## config.mk

```make
export PLATFORM = sky130hd
export DESIGN_NAME = ifca_bridge_flat
export DESIGN_NICKNAME = d
export VERILOG_FILES = /design/src/rtl/ifca_pkg.sv /design/src/rtl/ifca_link_if.sv /design/src/rtl/ifca_bridge.sv /design/src/flat_wrapper.sv
export VERILOG_INCLUDE_DIRS = /design/src /design/src/rtl
export SDC_FILE = /design/constraint.sdc
export NUM_CORES = 1
export LEC_CHECK = 0
export BUFFER_PORTS_ARGS = -buffer_cell sky130_fd_sc_hd__buf_4
export CAP_MARGIN = 20
export CELL_PAD_IN_SITES_DETAIL_PLACEMENT = 1
export CELL_PAD_IN_SITES_GLOBAL_PLACEMENT = 2
export CORE_MARGIN = 3
export CORE_UTILIZATION = 31
export DETAILED_ROUTE_END_ITERATION = 16
export GPL_ROUTABILITY_DRIVEN = 0
export PLACE_DENSITY = 0.89
export SLEW_MARGIN = 10
export SYNTH_ARGS = -nofsm -noshare
export SYNTH_HDL_FRONTEND = slang
export SYNTH_SLANG_ARGS = --single-unit
```

## constraint.sdc

```tcl
create_clock -name sys_clk -period 2.75 [get_ports sys_clk]
set_input_delay 0.275 -clock sys_clk [delete_from_list [all_inputs] [get_ports sys_clk]]
set_output_delay 0.275 -clock sys_clk [all_outputs]
set_load 0.01 [all_outputs]
```

## src/rtl/ifca_map.svh

```systemverilog
/*
 * Register map, field positions, reset values and encodings of the
 * indirect fabric register access port.
 * Assumes it is included by its bare name from the rtl folder.
 */
`ifndef IFCA_MAP_SVH
`define IFCA_MAP_SVH

// ----------------------------------------------------------------------------
// Host register offsets (byte addresses on APB)
// ----------------------------------------------------------------------------
`define IFCA_DATA_OFS 12'h1AC
`define IFCA_CMD_OFS 12'h1B0

// ----------------------------------------------------------------------------
// Command register fields
// ----------------------------------------------------------------------------
`define IFCA_BUSY_BIT 31
`define IFCA_DIR_BIT 30
`define IFCA_INC_BIT 29
`define IFCA_DEC_BIT 28
`define IFCA_BE_MSB 19
`define IFCA_BE_LSB 16
`define IFCA_ADDR_MSB 15
`define IFCA_ADDR_LSB 0
`define IFCA_RSVD_W 8

// ----------------------------------------------------------------------------
// Reset values and encodings
// ----------------------------------------------------------------------------
`define IFCA_DATA_RST 32'h0000_0000
`define IFCA_BE_RST 4'h0
`define IFCA_ADDR_RST 16'h0000
`define IFCA_DIR_WRITE 1'b0
`define IFCA_DIR_READ 1'b1
`define IFCA_STEP 16'h0001

`endif

```

## src/rtl/ifca_pkg.sv

```systemverilog
/*
 * Types shared by both ends of the indirect fabric register access port.
 * Assumes nothing of its surroundings.
 */
package ifca_pkg;

    // ------------------------------------------------------------------------
    // Host-side bridge state
    // ------------------------------------------------------------------------
    typedef enum logic [1:0] {
        IFCA_BR_IDLE = 2'b01,
        IFCA_BR_WAIT = 2'b10
    } ifca_br_state_t;

    typedef struct packed {
        ifca_br_state_t state;
        logic busy;
        logic dir;
        logic inc;
        logic dec;
        logic [3:0] be;
        logic [15:0] addr;
        logic [31:0] wr_data;
        logic [31:0] rd_data;
        logic step_after;
        logic req;
        logic pready;
        logic pslverr;
        logic [31:0] prdata;
    } ifca_br_st_t;

    // ------------------------------------------------------------------------
    // Fabric-side responder state
    // ------------------------------------------------------------------------
    typedef enum logic [2:0] {
        IFCA_FB_IDLE = 3'b001,
        IFCA_FB_FETCH = 3'b010,
        IFCA_FB_ACK = 3'b100
    } ifca_fb_state_t;

    typedef struct packed {
        ifca_fb_state_t state;
        logic [15:0] target_address;
        logic [31:0] csr_wdata;
        logic csr_wr;
        logic [31:0] rdata;
        logic ack;
    } ifca_fb_st_t;

endpackage

```

## src/rtl/ifca_link_if.sv

```systemverilog
/*
 * Link between the host-side bridge and the fabric register logic.
 * Assumes both ends run on the same sys_clk; no clocking block is used.
 */
`timescale 1ns/1ps

interface ifca_link_if;
    logic req;
    logic dir;
    logic [15:0] addr;
    logic [3:0] be;
    logic [31:0] wdata;
    logic [31:0] rdata;
    logic ack;

    modport bridge_mp (
        output req,
        output dir,
        output addr,
        output be,
        output wdata,
        input rdata,
        input ack
    );

    modport fabric_mp (
        input req,
        input dir,
        input addr,
        input be,
        input wdata,
        output rdata,
        output ack
    );
endinterface

```

## src/rtl/ifca_bridge.sv

```systemverilog
/*
 * Host end of the indirect fabric register access port: an APB slave that
 * holds the data and command registers and runs one fabric access per start.
 * Assumes an APB master on sys_clk and a fabric end on the link interface
 * that answers each request with a one-cycle ack.
 */
// Added by the designer: the APB slave port.
`timescale 1ns/1ps

module ifca_bridge #(
    parameter int APB_AW = 12
) (
    input wire logic sys_clk,
    input wire logic nrst,
    input wire logic psel,
    input wire logic penable,
    input wire logic pwrite,
    input wire logic [APB_AW-1:0] paddr,
    input wire logic [31:0] pwdata,
    output logic [31:0] prdata,
    output logic pready,
    output logic pslverr,
    ifca_link_if.bridge_mp link
);
    import ifca_pkg::*;
    `include "ifca_map.svh"

    // ------------------------------------------------------------------------
    // Elaboration checks
    // ------------------------------------------------------------------------
    generate
        if (APB_AW < 12) begin : g_bad_aw
            $error("APB_AW must be at least 12 to reach the register offsets");
        end
    endgenerate

    // ------------------------------------------------------------------------
    // Reset state
    // ------------------------------------------------------------------------
    localparam ifca_br_st_t RST_ST = '{
        state: IFCA_BR_IDLE,
        busy: 1'b0,
        dir: `IFCA_DIR_WRITE,
        inc: 1'b0,
        dec: 1'b0,
        be: `IFCA_BE_RST,
        addr: `IFCA_ADDR_RST,
        wr_data: `IFCA_DATA_RST,
        rd_data: `IFCA_DATA_RST,
        step_after: 1'b0,
        req: 1'b0,
        pready: 1'b0,
        pslverr: 1'b0,
        prdata: `IFCA_DATA_RST
    };

    ifca_br_st_t st_ff;
    ifca_br_st_t nxt_st;

    // ------------------------------------------------------------------------
    // Address decode and register views
    // ------------------------------------------------------------------------
    logic hit_data;
    logic hit_cmd;
    logic apb_setup;
    logic apb_access;
    logic auto_on;
    logic [31:0] cmd_word;
    logic [31:0] data_view;

    // Bits above the low twelve must be zero, so the registers never alias higher up.
    // A shift rather than a part-select keeps the decode legal at the minimum bus width.
    assign hit_data = (paddr[11:0] == `IFCA_DATA_OFS) && ((paddr >> 12) == '0);
    assign hit_cmd = (paddr[11:0] == `IFCA_CMD_OFS) && ((paddr >> 12) == '0);
    assign apb_setup = psel && !penable;
    assign apb_access = psel && penable && st_ff.pready;
    assign auto_on = st_ff.inc || st_ff.dec;
    assign cmd_word = {st_ff.busy, st_ff.dir, st_ff.inc, st_ff.dec, {`IFCA_RSVD_W{1'b0}}, st_ff.be, st_ff.addr};
    assign data_view = (st_ff.dir == `IFCA_DIR_READ) ? st_ff.rd_data : st_ff.wr_data;

    // ------------------------------------------------------------------------
    // Address stepping
    // ------------------------------------------------------------------------
    // Increment takes precedence when both stepping options are set.
    function automatic logic [15:0] step_addr(input logic [15:0] a, input logic up);
        logic [15:0] r;
        r = up ? (a + `IFCA_STEP) : (a - `IFCA_STEP);
        return r;
    endfunction

    // ------------------------------------------------------------------------
    // Next-state logic
    // ------------------------------------------------------------------------
    always_comb begin
        logic start;
        start = 1'b0;
        nxt_st = st_ff;
        nxt_st.pready = 1'b0;
        nxt_st.pslverr = 1'b0;

        // Read data is captured in the setup cycle so the slave never
        // stretches the access phase; every transfer ends on its first edge.
        if (apb_setup) begin
            nxt_st.pready = 1'b1;
            nxt_st.pslverr = !(hit_data || hit_cmd);
            if (hit_data) begin
                nxt_st.prdata = data_view;
            end else if (hit_cmd) begin
                nxt_st.prdata = cmd_word;
            end else begin
                nxt_st.prdata = `IFCA_DATA_RST;
            end
        end

        // Writes and stepping reads are ignored while busy, so a careless
        // host cannot corrupt the request held toward the fabric.
        if (apb_access && !st_ff.busy) begin
            if (pwrite && hit_cmd) begin
                nxt_st.dir = pwdata[`IFCA_DIR_BIT];
                nxt_st.inc = pwdata[`IFCA_INC_BIT];
                nxt_st.dec = pwdata[`IFCA_DEC_BIT];
                nxt_st.be = pwdata[`IFCA_BE_MSB:`IFCA_BE_LSB];
                nxt_st.addr = pwdata[`IFCA_ADDR_MSB:`IFCA_ADDR_LSB];
                nxt_st.step_after = 1'b0;
                start = pwdata[`IFCA_BUSY_BIT];
            end else if (pwrite && hit_data) begin
                nxt_st.wr_data = pwdata;
                if (auto_on) begin
                    nxt_st.step_after = 1'b1;
                    start = 1'b1;
                end
            end else if (!pwrite && hit_data && auto_on) begin
                nxt_st.addr = step_addr(st_ff.addr, st_ff.inc);
                nxt_st.step_after = 1'b0;
                start = 1'b1;
            end
        end

        case (st_ff.state)
            IFCA_BR_IDLE: begin
                if (start) begin
                    nxt_st.busy = 1'b1;
                    nxt_st.req = 1'b1;
                    nxt_st.state = IFCA_BR_WAIT;
                end
            end
            IFCA_BR_WAIT: begin
                if (link.ack) begin
                    nxt_st.req = 1'b0;
                    nxt_st.busy = 1'b0;
                    nxt_st.state = IFCA_BR_IDLE;
                    if (st_ff.dir == `IFCA_DIR_READ) begin
                        nxt_st.rd_data = link.rdata;
                    end
                    // The host sees the address of the finished write until busy clears.
                    if (st_ff.step_after) begin
                        nxt_st.addr = step_addr(st_ff.addr, st_ff.inc);
                        nxt_st.step_after = 1'b0;
                    end
                end
            end
            default: begin
                nxt_st = RST_ST;
            end
        endcase
    end

    // ------------------------------------------------------------------------
    // State register
    // ------------------------------------------------------------------------
    always_ff @(posedge sys_clk) begin
        if (!nrst) begin
            st_ff <= RST_ST;
        end else begin
            st_ff <= nxt_st;
        end
    end

    // ------------------------------------------------------------------------
    // Outputs
    // ------------------------------------------------------------------------
    assign prdata = st_ff.prdata;
    assign pready = st_ff.pready;
    assign pslverr = st_ff.pslverr;
    assign link.req = st_ff.req;
    assign link.dir = st_ff.dir;
    assign link.addr = st_ff.addr;
    assign link.be = st_ff.be;
    assign link.wdata = st_ff.wr_data;
endmodule

```

## src/flat_wrapper.sv

```systemverilog
// flat-port wrapper written by rule: the top's interface ports become plain ports
module ifca_bridge_flat import ifca_pkg::*;
#(
    parameter int APB_AW = 12
)
  (sys_clk, nrst, psel, penable, pwrite, paddr, pwdata, prdata, pready, pslverr, link_req, link_dir, link_addr, link_be, link_wdata, link_rdata, link_ack);
  ifca_link_if link_i ();
  input wire logic sys_clk;
  input wire logic nrst;
  input wire logic psel;
  input wire logic penable;
  input wire logic pwrite;
  input wire logic [APB_AW-1:0] paddr;
  input wire logic [31:0] pwdata;
  output logic [31:0] prdata;
  output logic pready;
  output logic pslverr;
  output wire logic [$bits(link_i.req)-1:0] link_req;
  output wire logic [$bits(link_i.dir)-1:0] link_dir;
  output wire logic [$bits(link_i.addr)-1:0] link_addr;
  output wire logic [$bits(link_i.be)-1:0] link_be;
  output wire logic [$bits(link_i.wdata)-1:0] link_wdata;
  input wire logic [$bits(link_i.rdata)-1:0] link_rdata;
  input wire logic [$bits(link_i.ack)-1:0] link_ack;
  assign link_req = link_i.req;
  assign link_dir = link_i.dir;
  assign link_addr = link_i.addr;
  assign link_be = link_i.be;
  assign link_wdata = link_i.wdata;
  assign link_i.rdata = link_rdata;
  assign link_i.ack = link_ack;
  ifca_bridge #(.APB_AW(APB_AW)) u_core (.sys_clk(sys_clk), .nrst(nrst), .psel(psel), .penable(penable), .pwrite(pwrite), .paddr(paddr), .pwdata(pwdata), .prdata(prdata), .pready(pready), .pslverr(pslverr), .link(link_i));
endmodule
```

==> impl_metrics.yaml, run 1 <==
status:
  outcome: "completed"
setup_path:
  critPathSlowestCell: "or4_1"
  path_class: "flop to flop"
  reg2reg_slack_ps: 200
  worstPathArrival_ps: 2900
  crit_required_ps: 3100
  start_kind: "flop"
  max_stage_delay_ps: 530
  cp_cell_sequence: "inv_1 > buf_4 > ha_1 > a21oi_1 > nand2_1 > a21oi_2 > o21bai_1 > or4_1 > a32oi_1"
  critPathMaxFanout: 8
  end_kind: "flop"
clock_tree:
  cts.sinks: 124
  clockBufferDepth: 2
  ctsResizeCount: 0
  cts_max_level: 4
  clock_latency_ps: 420
  cts_buffers: 17
  cts_tree: "built"
  post_cts_buffers: 0
  holdBufCountCts: 0
  path_clk_slew_ps: 60
  clock-root-buffer: "clkbuf_16"
hold_path:
  hp-class: "primary input to flop"
timing:
  post-route-min-period_ps: 2550
  setup_viol: 0
  rsz0062_at_grt: "false"
  maxSlewHeadroom_pct: 44.4
  hold_slack_ps: 103
  fin_crit_sh_pct: 92.7
  tns_ps: 0
  finalClockSkew_ps: 7.26
  tightest_slew_ps: 834
  hold_viol: 0
  max_freq_mhz: 392
  slew_violations: 0
synth:
  synth_cells: 850
  ys_warn_count: 0
  ys_seq_area_share_pct: 36.3
  ys.flop_type: "dfxtp_1"
  synth-seq-cells: 124
  avgSynthCellArea_um2: 8.04
  async_flop_share_pct: 0
  synth_top_area_cell: "dfxtp_1"
  netlist.area_leader.share_pct: 36.3
  syn_nets: 949
  synth_edf_count: 0
  syn_area_um2: 6830
  synth_area_leaders: "dfxtp_1 (36%), buf_4 (9.2%), a21oi_1 (7.0%)"
  ys_types: 66
drt:
  viasPerCell: 5.23
  firstDrtPassIters: 4
  routed_wl_mm: 24.2
  routed_wire_length_per_instance_um: 19.9
  drt_iter0_drc: 363
  vias: 6358
  final_antenna_net_count: 0
  drc: 0
die:
  die_h_um: 154
  initial_core_util_pct: 32.0
  die_w_um: 154
  coreArea_um2: 21400
  dieArea_um2: 23900
  row_count: 53
  boundaryPins: 170
cells_and_area:
  n_fill_cell: 2547
  drive_gt1_share_pct: 26.6
  num_antenna_cells: 0
  final_nets: 1027
  finish.utilization_pct: 39.7
  layout.cells.non_filler: 1216
  syn2layout_area_growth_pct: 24.0
global_route:
  grt_max_degree: 49
  first_global_vias: 6342
  globalRouteTotalUtil_pct: 19.9
  overflow: 0
  antenna_found_initial: 0
  grt_pass1_wl_mm: 37.4
pwr:
  power.density_nw_per_um2: 539
  peakVddDrop_mv: 0.348
  p_leak_nw: 3.26
place:
  dp_hpwl_mm: 18.1
  place_inst: 1184
  io_buffers: 169
run:
  maxCapViolCount: 0
-- flip-flops by register name, indices dropped and copies added, names as in the netlist --
name               count
u_core.cmd_word        3
u_core.link.addr      16
u_core.link.be         4
u_core.link.dir        1
u_core.link.wdata     32
u_core.prdata         32
u_core.pready          1
u_core.pslverr         1
u_core.st_ff          34
-- where the power goes --
group | internal (mW) | switching, mW
logic | 0.136 | 0.128
registers | 1.82 | 0.0123
clock network | 1.61 | 0.862
-- kinds of logic (layout without fill, tap and decap cells) --
| kind of cell | count (synthesis) | in the layout | synth area share (%) |
|---|---|---|---|
| muxes | 32 | 32 | 4.69 |
| xor gates and xnor gates | 11 | 11 | 1.41 |
| AOI/OAI and AO/OA | 228 | 228 | 22.0 |
| DFF | 124 | 124 | 36.3 |
| adders and majority gates | 17 | 17 | 3.22 |
| buffers and inverters | 148 | 239 | 13.3 |
| and+or+nand+nor | 290 | 290 | 19.0 |
-- metal layers --
| metal | track usage, % | part of all wire, % |
|---|---|---|
| met1 | 27.6 | 47 |
| met2 | 31.3 | 45 |
| met3 | 3.81 | 5.8 |
| met4 | 6.43 | 2.0 |
| met5 | 0 | 0 |
-- metrics by stage --
step	power (mW)	setup WS, ps	area [um^2]
2_1_floorplan	1.98	346	6830
3_3_place_gp	2.13	327	7830
3_5_place_dp	2.14	246	7830
4_1_cts	4.60	222	8470
5_1_grt	4.70	18.2	8470
6_report	4.57	202	8470
-- placed cells by master (no fill, tap or decap), types with 2 or more instances in the layout --
master / netlist / final
a21o_1: 11 / 11
o311ai_0: 3 / 3
bufinv_16: 0 / 4
nor2_2: 0 / 2
a211o_1: 3 / 3
clkbuf_16: 0 / 17
o21a_1: 4 / 4
xnor2_1: 4 / 4
buf_4: 84 / 196
or2_2: 5 / 5
a21boi_0: 33 / 33
mux2i_1: 32 / 32
o221ai_1: 8 / 8
dfxtp_1: 124 / 123
a211oi_1: 25 / 25
nand2_1: 122 / 122
nand2b_1: 4 / 3
a31oi_1: 6 / 6
o21ai_0: 13 / 13
nand3_1: 41 / 41
o21bai_1: 3 / 3
inv_1: 10 / 10
nor3_1: 14 / 14
or3_1: 5 / 5
o221ai_2: 3 / 3
nor2_1: 76 / 74
o31ai_1: 2 / 2
a21oi_4: 1 / 2
clkbuf_8: 0 / 4
nand4_1: 3 / 3
ha_1: 16 / 16
and3_1: 6 / 6
o211ai_1: 2 / 2
clkinv_2: 0 / 3
xor2_1: 7 / 7
a21oi_1: 95 / 94
-- critical path: cells and delay by family, from the launching register on --
family	cells	cell delay (ps)
adders and majority gates	1	300
buffers and inverters	2	480
and+or+nand+nor	2	650
DFF	1	310
AOI/OAI and AO/OA	4	750
-- cells in the mapped netlist (all sizes together), types with 2 or more instances --
cell	n
nor2	76
inv	10
o21a	4
a31oi	6
nand4	3
a21oi	97
o21ai	14
or3	5
a211oi	26
a21o	11
o211ai	2
nor2b	2
and3	6
or2	5
nand2	122
dfxtp	124
o31ai	2
mux2i	32
xnor2	4
ha	16
xor2	7
o21bai	3
buf	96
nor3	15
o221ai	11
o311ai	3
a211o	3
nand2b	4
a21boi	33
nand3	41
clkbuf	42
-- final cells by class --
type | count | area [um^2] | share of cell area [%]
well taps | 275 | 344 | 4.06
flip-flops and latches | 124 | 2480 | 29.3
multi-input cells | 578 | 3470 | 41.0
clock inverters | 10 | 160 | 1.89
inverters | 10 | 37.5 | 0.443
clock buffers | 22 | 484 | 5.71
repair buffers | 197 | 1490 | 17.6
-- final timing paths --
path,from,to,cells after the start
setup / recovery,u_core.cmd_word[29],u_core.link.addr[15],9
hold / removal,pwdata[24],u_core.link.wdata[24],3
setup reg to reg,u_core.cmd_word[29],u_core.link.addr[15],9
hold reg to reg,u_core.st_ff[61],u_core.st_ff[61],2
No activity file was read; power rests on OpenSTA's default activity.
==> inputs of run 2 (changes only) <==
--- a/config.mk
+++ b/config.mk
@@ -8,13 +8,13 @@
 export LEC_CHECK = 0
 export BUFFER_PORTS_ARGS = -buffer_cell sky130_fd_sc_hd__buf_4
 export CAP_MARGIN = 20
-export CELL_PAD_IN_SITES_DETAIL_PLACEMENT = 1
-export CELL_PAD_IN_SITES_GLOBAL_PLACEMENT = 2
+export CELL_PAD_IN_SITES_DETAIL_PLACEMENT = 0
+export CELL_PAD_IN_SITES_GLOBAL_PLACEMENT = 1
 export CORE_MARGIN = 3
-export CORE_UTILIZATION = 31
+export CORE_UTILIZATION = 39
 export DETAILED_ROUTE_END_ITERATION = 16
 export GPL_ROUTABILITY_DRIVEN = 0
-export PLACE_DENSITY = 0.89
+export PLACE_DENSITY = 0.88
 export SLEW_MARGIN = 10
 export SYNTH_ARGS = -nofsm -noshare
 export SYNTH_HDL_FRONTEND = slang
==> impl_metrics.yaml, run 2 (synthesis results as in run 1) <==
global_route:
  grt_pass1_wl_mm: 32.7
  globalRouteTotalUtil_pct: 21.4
  overflow: 0
  first_global_vias: 5907
  grt_max_degree: 57
  antenna_found_initial: 0
clock_tree:
  path_clk_slew_ps: 50
  clockBufferDepth: 2
  cts_tree: "built"
  cts_buffers: 17
  holdBufCountCts: 0
  ctsResizeCount: 0
  cts_max_level: 4
  clock-root-buffer: "clkbuf_16"
  clock_latency_ps: 420
  post_cts_buffers: 0
  cts.sinks: 124
place:
  io_buffers: 169
  dpl_cell_area_um2: 7750
  dp_hpwl_mm: 15.4
setup_path:
  reg2reg_depth: 9
  critPathMaxFanout: 8
  cp-startpoint: "u_core.cmd_word[29]"
  end_kind: "flop"
  r2r-start: "u_core.cmd_word[29]"
  path_class: "flop to flop"
  crit_required_ps: 3100
  start_kind: "flop"
  critPathSlowestCell: "or4_1"
  r2r-end: "u_core.link.addr[15]"
  cp_cell_sequence: "inv_1 > buf_4 > ha_1 > a21oi_1 > nand2_1 > a21oi_2 > o21bai_1 > or4_1 > a32oi_1"
  reg2reg_slack_ps: 260
  endpoint: "u_core.link.addr[15]"
  worstPathArrival_ps: 2840
  max_stage_delay_ps: 520
die:
  dieArea_um2: 19100
  die_h_um: 138
  die_w_um: 138
  row_count: 47
  boundaryPins: 170
  coreArea_um2: 16900
  initial_core_util_pct: 40.5
cells_and_area:
  multi_input_area_um2: 3460
  drive_gt1_share_pct: 25.7
  layout_commonest_cell: "buf_4"
  largest_reg_flops: 34
  layout_common_cells: "buf_4 (187), dfxtp_1 (123), nand2_1 (122), a21oi_1 (94), nor2_1 (74)"
  seq_area_um2: 2480
  finish.utilization_pct: 49.4
  syn2layout_area_growth_pct: 21.9
  fin_area_um2: 8330
  num_antenna_cells: 0
  top_register: "u_core.st_ff"
  final_nets: 1021
  n_fill_cell: 1656
drt:
  vias: 6219
  drt_iter0_drc: 496
  routed_wl_mm: 21.0
  final_antenna_net_count: 0
  firstDrtPassIters: 4
  drc: 0
  routed_wire_length_per_instance_um: 18.2
  viasPerCell: 5.39
timing:
  fin_crit_sh_pct: 90.6
  rsz0062_at_grt: "false"
  tns_ps: 0
  post-route-min-period_ps: 2490
  max_freq_mhz: 401
  finalClockSkew_ps: 8.63
  slew_violations: 0
  hold_viol: 0
  setup_viol: 0
  tightest_slew_ps: 869
  maxSlewHeadroom_pct: 42.1
hold_path:
  hp-class: "primary input to flop"
pwr:
  peakVddDrop_mv: 0.491
  p_leak_nw: 3.22
  power.density_nw_per_um2: 515
status:
  outcome: "completed"
run:
  maxCapViolCount: 0
[run 2: cell count changes in the layout (fill, tap and decap cells not counted), sizes merged]
cell / delta
clkbuf: +2
clkinv: -1
inv: -1
buf: -6
bufinv: -2
[run 2: metrics by stage]
step | std cells | worst slack, ps | power, mW | hold WS [ps]
2_1_floorplan | 850 | 346 | 1.98 | 415
3_3_place_gp | 1122 | 358 | 2.12 | 450
3_5_place_dp | 1123 | 306 | 2.13 | 454
4_1_cts | 1153 | 291 | 4.32 | 91.4
5_1_grt | 1153 | 39.9 | 4.43 | 106
6_report | 1153 | 258 | 4.29 | 102
[run 2: metal layers]
layer  part of all wire [%]  global-route usage [%]  wire length (um)
met5                      0                       0                 0
met3                    6.5                    4.73              1370
met4                    2.1                    7.85               447
met2                     45                    32.9              9490
met1                     46                    29.5              9660
[run 2: area by class of cell]
| cell class | count | share of cell area, % |
|---|---|---|
| clock inverter | 6 | 1.04 |
| inverter | 10 | 0.451 |
| clock buffer | 24 | 5.90 |
| timing repair buffer | 191 | 17.9 |
| sequential | 124 | 29.8 |
| tap | 220 | 3.30 |
| multi-input combinational | 578 | 41.6 |
[run 2: worst max-delay path, delay by kind of cell, from the launching register on]
family          cells  cell delay [ps]
compound gates      4              720
buf+inv             2              460
fa+ha+maj           1              300
simple gates        2              640
flops               1              310
[run 2: how the worst min path moves through the flow]
stage / cells after the start / end / startpoint
final: 3 / u_core.link.wdata[21] / pwdata[21]
after global routing: 3 / u_core.link.dir / pwdata[30]
after CTS: 3 / u_core.link.wdata[22] / pwdata[22]
after detailed placement: 2 / u_core.st_ff[38] / u_core.st_ff[38]
after global placement: 2 / u_core.st_ff[61] / u_core.st_ff[61]
after floorplan: 2 / u_core.cmd_word[28] / pwdata[28]
[run 2: where the power goes]
part	leakage [nW]	internal, mW	switching [mW]
clock network	0.282	1.42	0.791
logic	1.93	0.133	0.122
registers	1.00	1.82	0.0116
total	3.22	3.37	0.925
==> inputs of run 3 (changes only) <==
--- a/config.mk
+++ b/config.mk
@@ -11,10 +11,10 @@
 export CELL_PAD_IN_SITES_DETAIL_PLACEMENT = 0
 export CELL_PAD_IN_SITES_GLOBAL_PLACEMENT = 1
 export CORE_MARGIN = 3
-export CORE_UTILIZATION = 39
+export CORE_UTILIZATION = 32
 export DETAILED_ROUTE_END_ITERATION = 16
 export GPL_ROUTABILITY_DRIVEN = 0
-export PLACE_DENSITY = 0.88
+export PLACE_DENSITY = 0.76
 export SLEW_MARGIN = 10
 export SYNTH_ARGS = -nofsm -noshare
 export SYNTH_HDL_FRONTEND = slang
==> impl_metrics.yaml, run 3 (synthesis results as in run 1) <==
setup_path:
  r2r-end: "u_core.link.addr[15]"
  start_kind: "flop"
  critPathSlowestCell: "or4_1"
  end_kind: "flop"
  r2r-start: "u_core.cmd_word[29]"
  max_stage_delay_ps: 520
  cp_cell_sequence: "inv_1 > buf_4 > ha_1 > a21oi_1 > nand2_1 > a21oi_2 > o21bai_1 > or4_1 > a32oi_1"
  worstPathArrival_ps: 2830
  critPathMaxFanout: 8
  critPathTopFamily: "compound AO/OA/AOI/OAI gates"
  cp_num_buf_inv: 2
  crit_required_ps: 3090
  reg2reg_slack_ps: 260
  path_class: "flop to flop"
  reg2reg_depth: 9
pwr:
  total_power_mw: 4.09
  power.density_nw_per_um2: 490
  peakVddDrop_mv: 0.384
  p_leak_nw: 3.21
die:
  die_w_um: 152
  die_h_um: 152
  coreArea_um2: 20600
  initial_core_util_pct: 33.1
  boundaryPins: 170
  dieArea_um2: 23100
  row_count: 52
cells_and_area:
  layout_commonest_cell: "buf_4"
  drive_gt1_share_pct: 26.4
  largest_reg_flops: 34
  n_fill_cell: 2131
  fin_area_um2: 8340
  syn2layout_area_growth_pct: 22.1
  layout_common_cells: "buf_4 (195), dfxtp_1 (123), nand2_1 (122), a21oi_1 (94), nor2_1 (74)"
  top_register: "u_core.st_ff"
  final_nets: 1026
  num_antenna_cells: 0
clock_tree:
  holdBufCountCts: 0
  post_cts_buffers: 0
  clock_latency_ps: 420
  cts_tree: "built"
  cts_buffers: 17
  ctsResizeCount: 0
  clock-root-buffer: "clkbuf_16"
  cts_max_level: 4
  cts.sinks: 124
  path_clk_slew_ps: 60
  clockBufferDepth: 2
timing:
  setup_viol: 0
  slew_violations: 0
  finalClockSkew_ps: 7.27
  fin_crit_sh_pct: 90.7
  hold_viol: 0
  max_freq_mhz: 401
  post-route-min-period_ps: 2490
  maxSlewHeadroom_pct: 44.7
  rsz0062_at_grt: "false"
  tightest_slew_ps: 830
  tns_ps: 0
global_route:
  first_global_vias: 5788
  grt_pass1_wl_mm: 34.1
  use_met3_pct: 4.21
  globalRouteTotalUtil_pct: 18.5
  top_usage_layer: "met2"
  overflow: 0
  grt_max_degree: 42
  met1_usage_pct: 25.7
  antenna_found_initial: 0
  grt_util_met2_pct: 29.5
drt:
  drc: 0
  firstDrtPassIters: 5
  drt_iter0_drc: 427
  routed_wl_mm: 22.1
  vias: 6179
  final_antenna_net_count: 0
  routed_wire_length_per_instance_um: 18.3
  viasPerCell: 5.11
hold_path:
  hold-path-endpoint: "u_core.link.wdata[20]"
  min_from: "pwdata[20]"
  min_path_cells: 3
  hp-class: "primary input to flop"
place:
  dpl_cell_area_um2: 7820
  io_buffers: 169
  dp_hpwl_mm: 16.6
run:
  maxCapViolCount: 0
status:
  outcome: "completed"
==> run 3: worst max path at each step <==
stage,startpoint,end,slack [ps],cells after the start
floorplan,u_core.cmd_word[29],u_core.link.addr[12],350,8
global placement,u_core.cmd_word[29],u_core.link.addr[15],330,9
detailed placement,u_core.cmd_word[29],u_core.link.addr[15],290,9
CTS,u_core.cmd_word[29],u_core.link.addr[15],270,9
global route,u_core.cmd_word[31],u_core.link.addr[14],80,8
finish,u_core.cmd_word[29],u_core.link.addr[15],260,9
==> run 3: layout make-up <==
class | count | area [um^2] | area share (%)
Clock inverter | 11 | 71.3 | 0.855
Sequential cell | 124 | 2480 | 29.8
Clock buffer | 20 | 457 | 5.47
Tap cell | 270 | 338 | 4.05
Inverter | 10 | 37.5 | 0.450
Timing Repair Buffer | 196 | 1480 | 17.8
Multi-Input combinational cell | 578 | 3470 | 41.6
==> run 3: stage by stage <==
stage | utilization (%) | hold slack, ps | setup WS (ps) | cells
finish | 40.5 | 109 | 257 | 1209
CTS | 40.5 | 100 | 267 | 1209
global route | 40.5 | 109 | 82.3 | 1209
global placement | 37.9 | 449 | 334 | 1178
detailed placement | 37.9 | 456 | 294 | 1178
floorplan | - | 415 | 346 | 850
==> run 3: where the power goes <==
| group | switching, mW | internal [mW] | total [mW] |
|---|---|---|---|
| combinational | 0.128 | 0.135 | 0.263 |
| clock | 0.814 | 1.19 | 2.00 |
| sequential | 0.0112 | 1.82 | 1.83 |
==> run 3: worst reg2reg max path: stages (launching register included) <==
cell and delay, ps:
dfxtp_1 310, inv_1 230, buf_4 230, ha_1 300
a21oi_1 250, nand2_1 120, a21oi_2 150, o21bai_1 120
or4_1 520, a32oi_1 190
==> run 3: per-layer routing <==
| metal | vias to the layer above | part of all wire (%) |
|---|---|---|
| met5 | - | 0 |
| met4 | 0 | 1.2 |
| met3 | 18 | 5.9 |
| met2 | 204 | 46 |
| met1 | 2902 | 47 |
| li1 | 3055 | - |
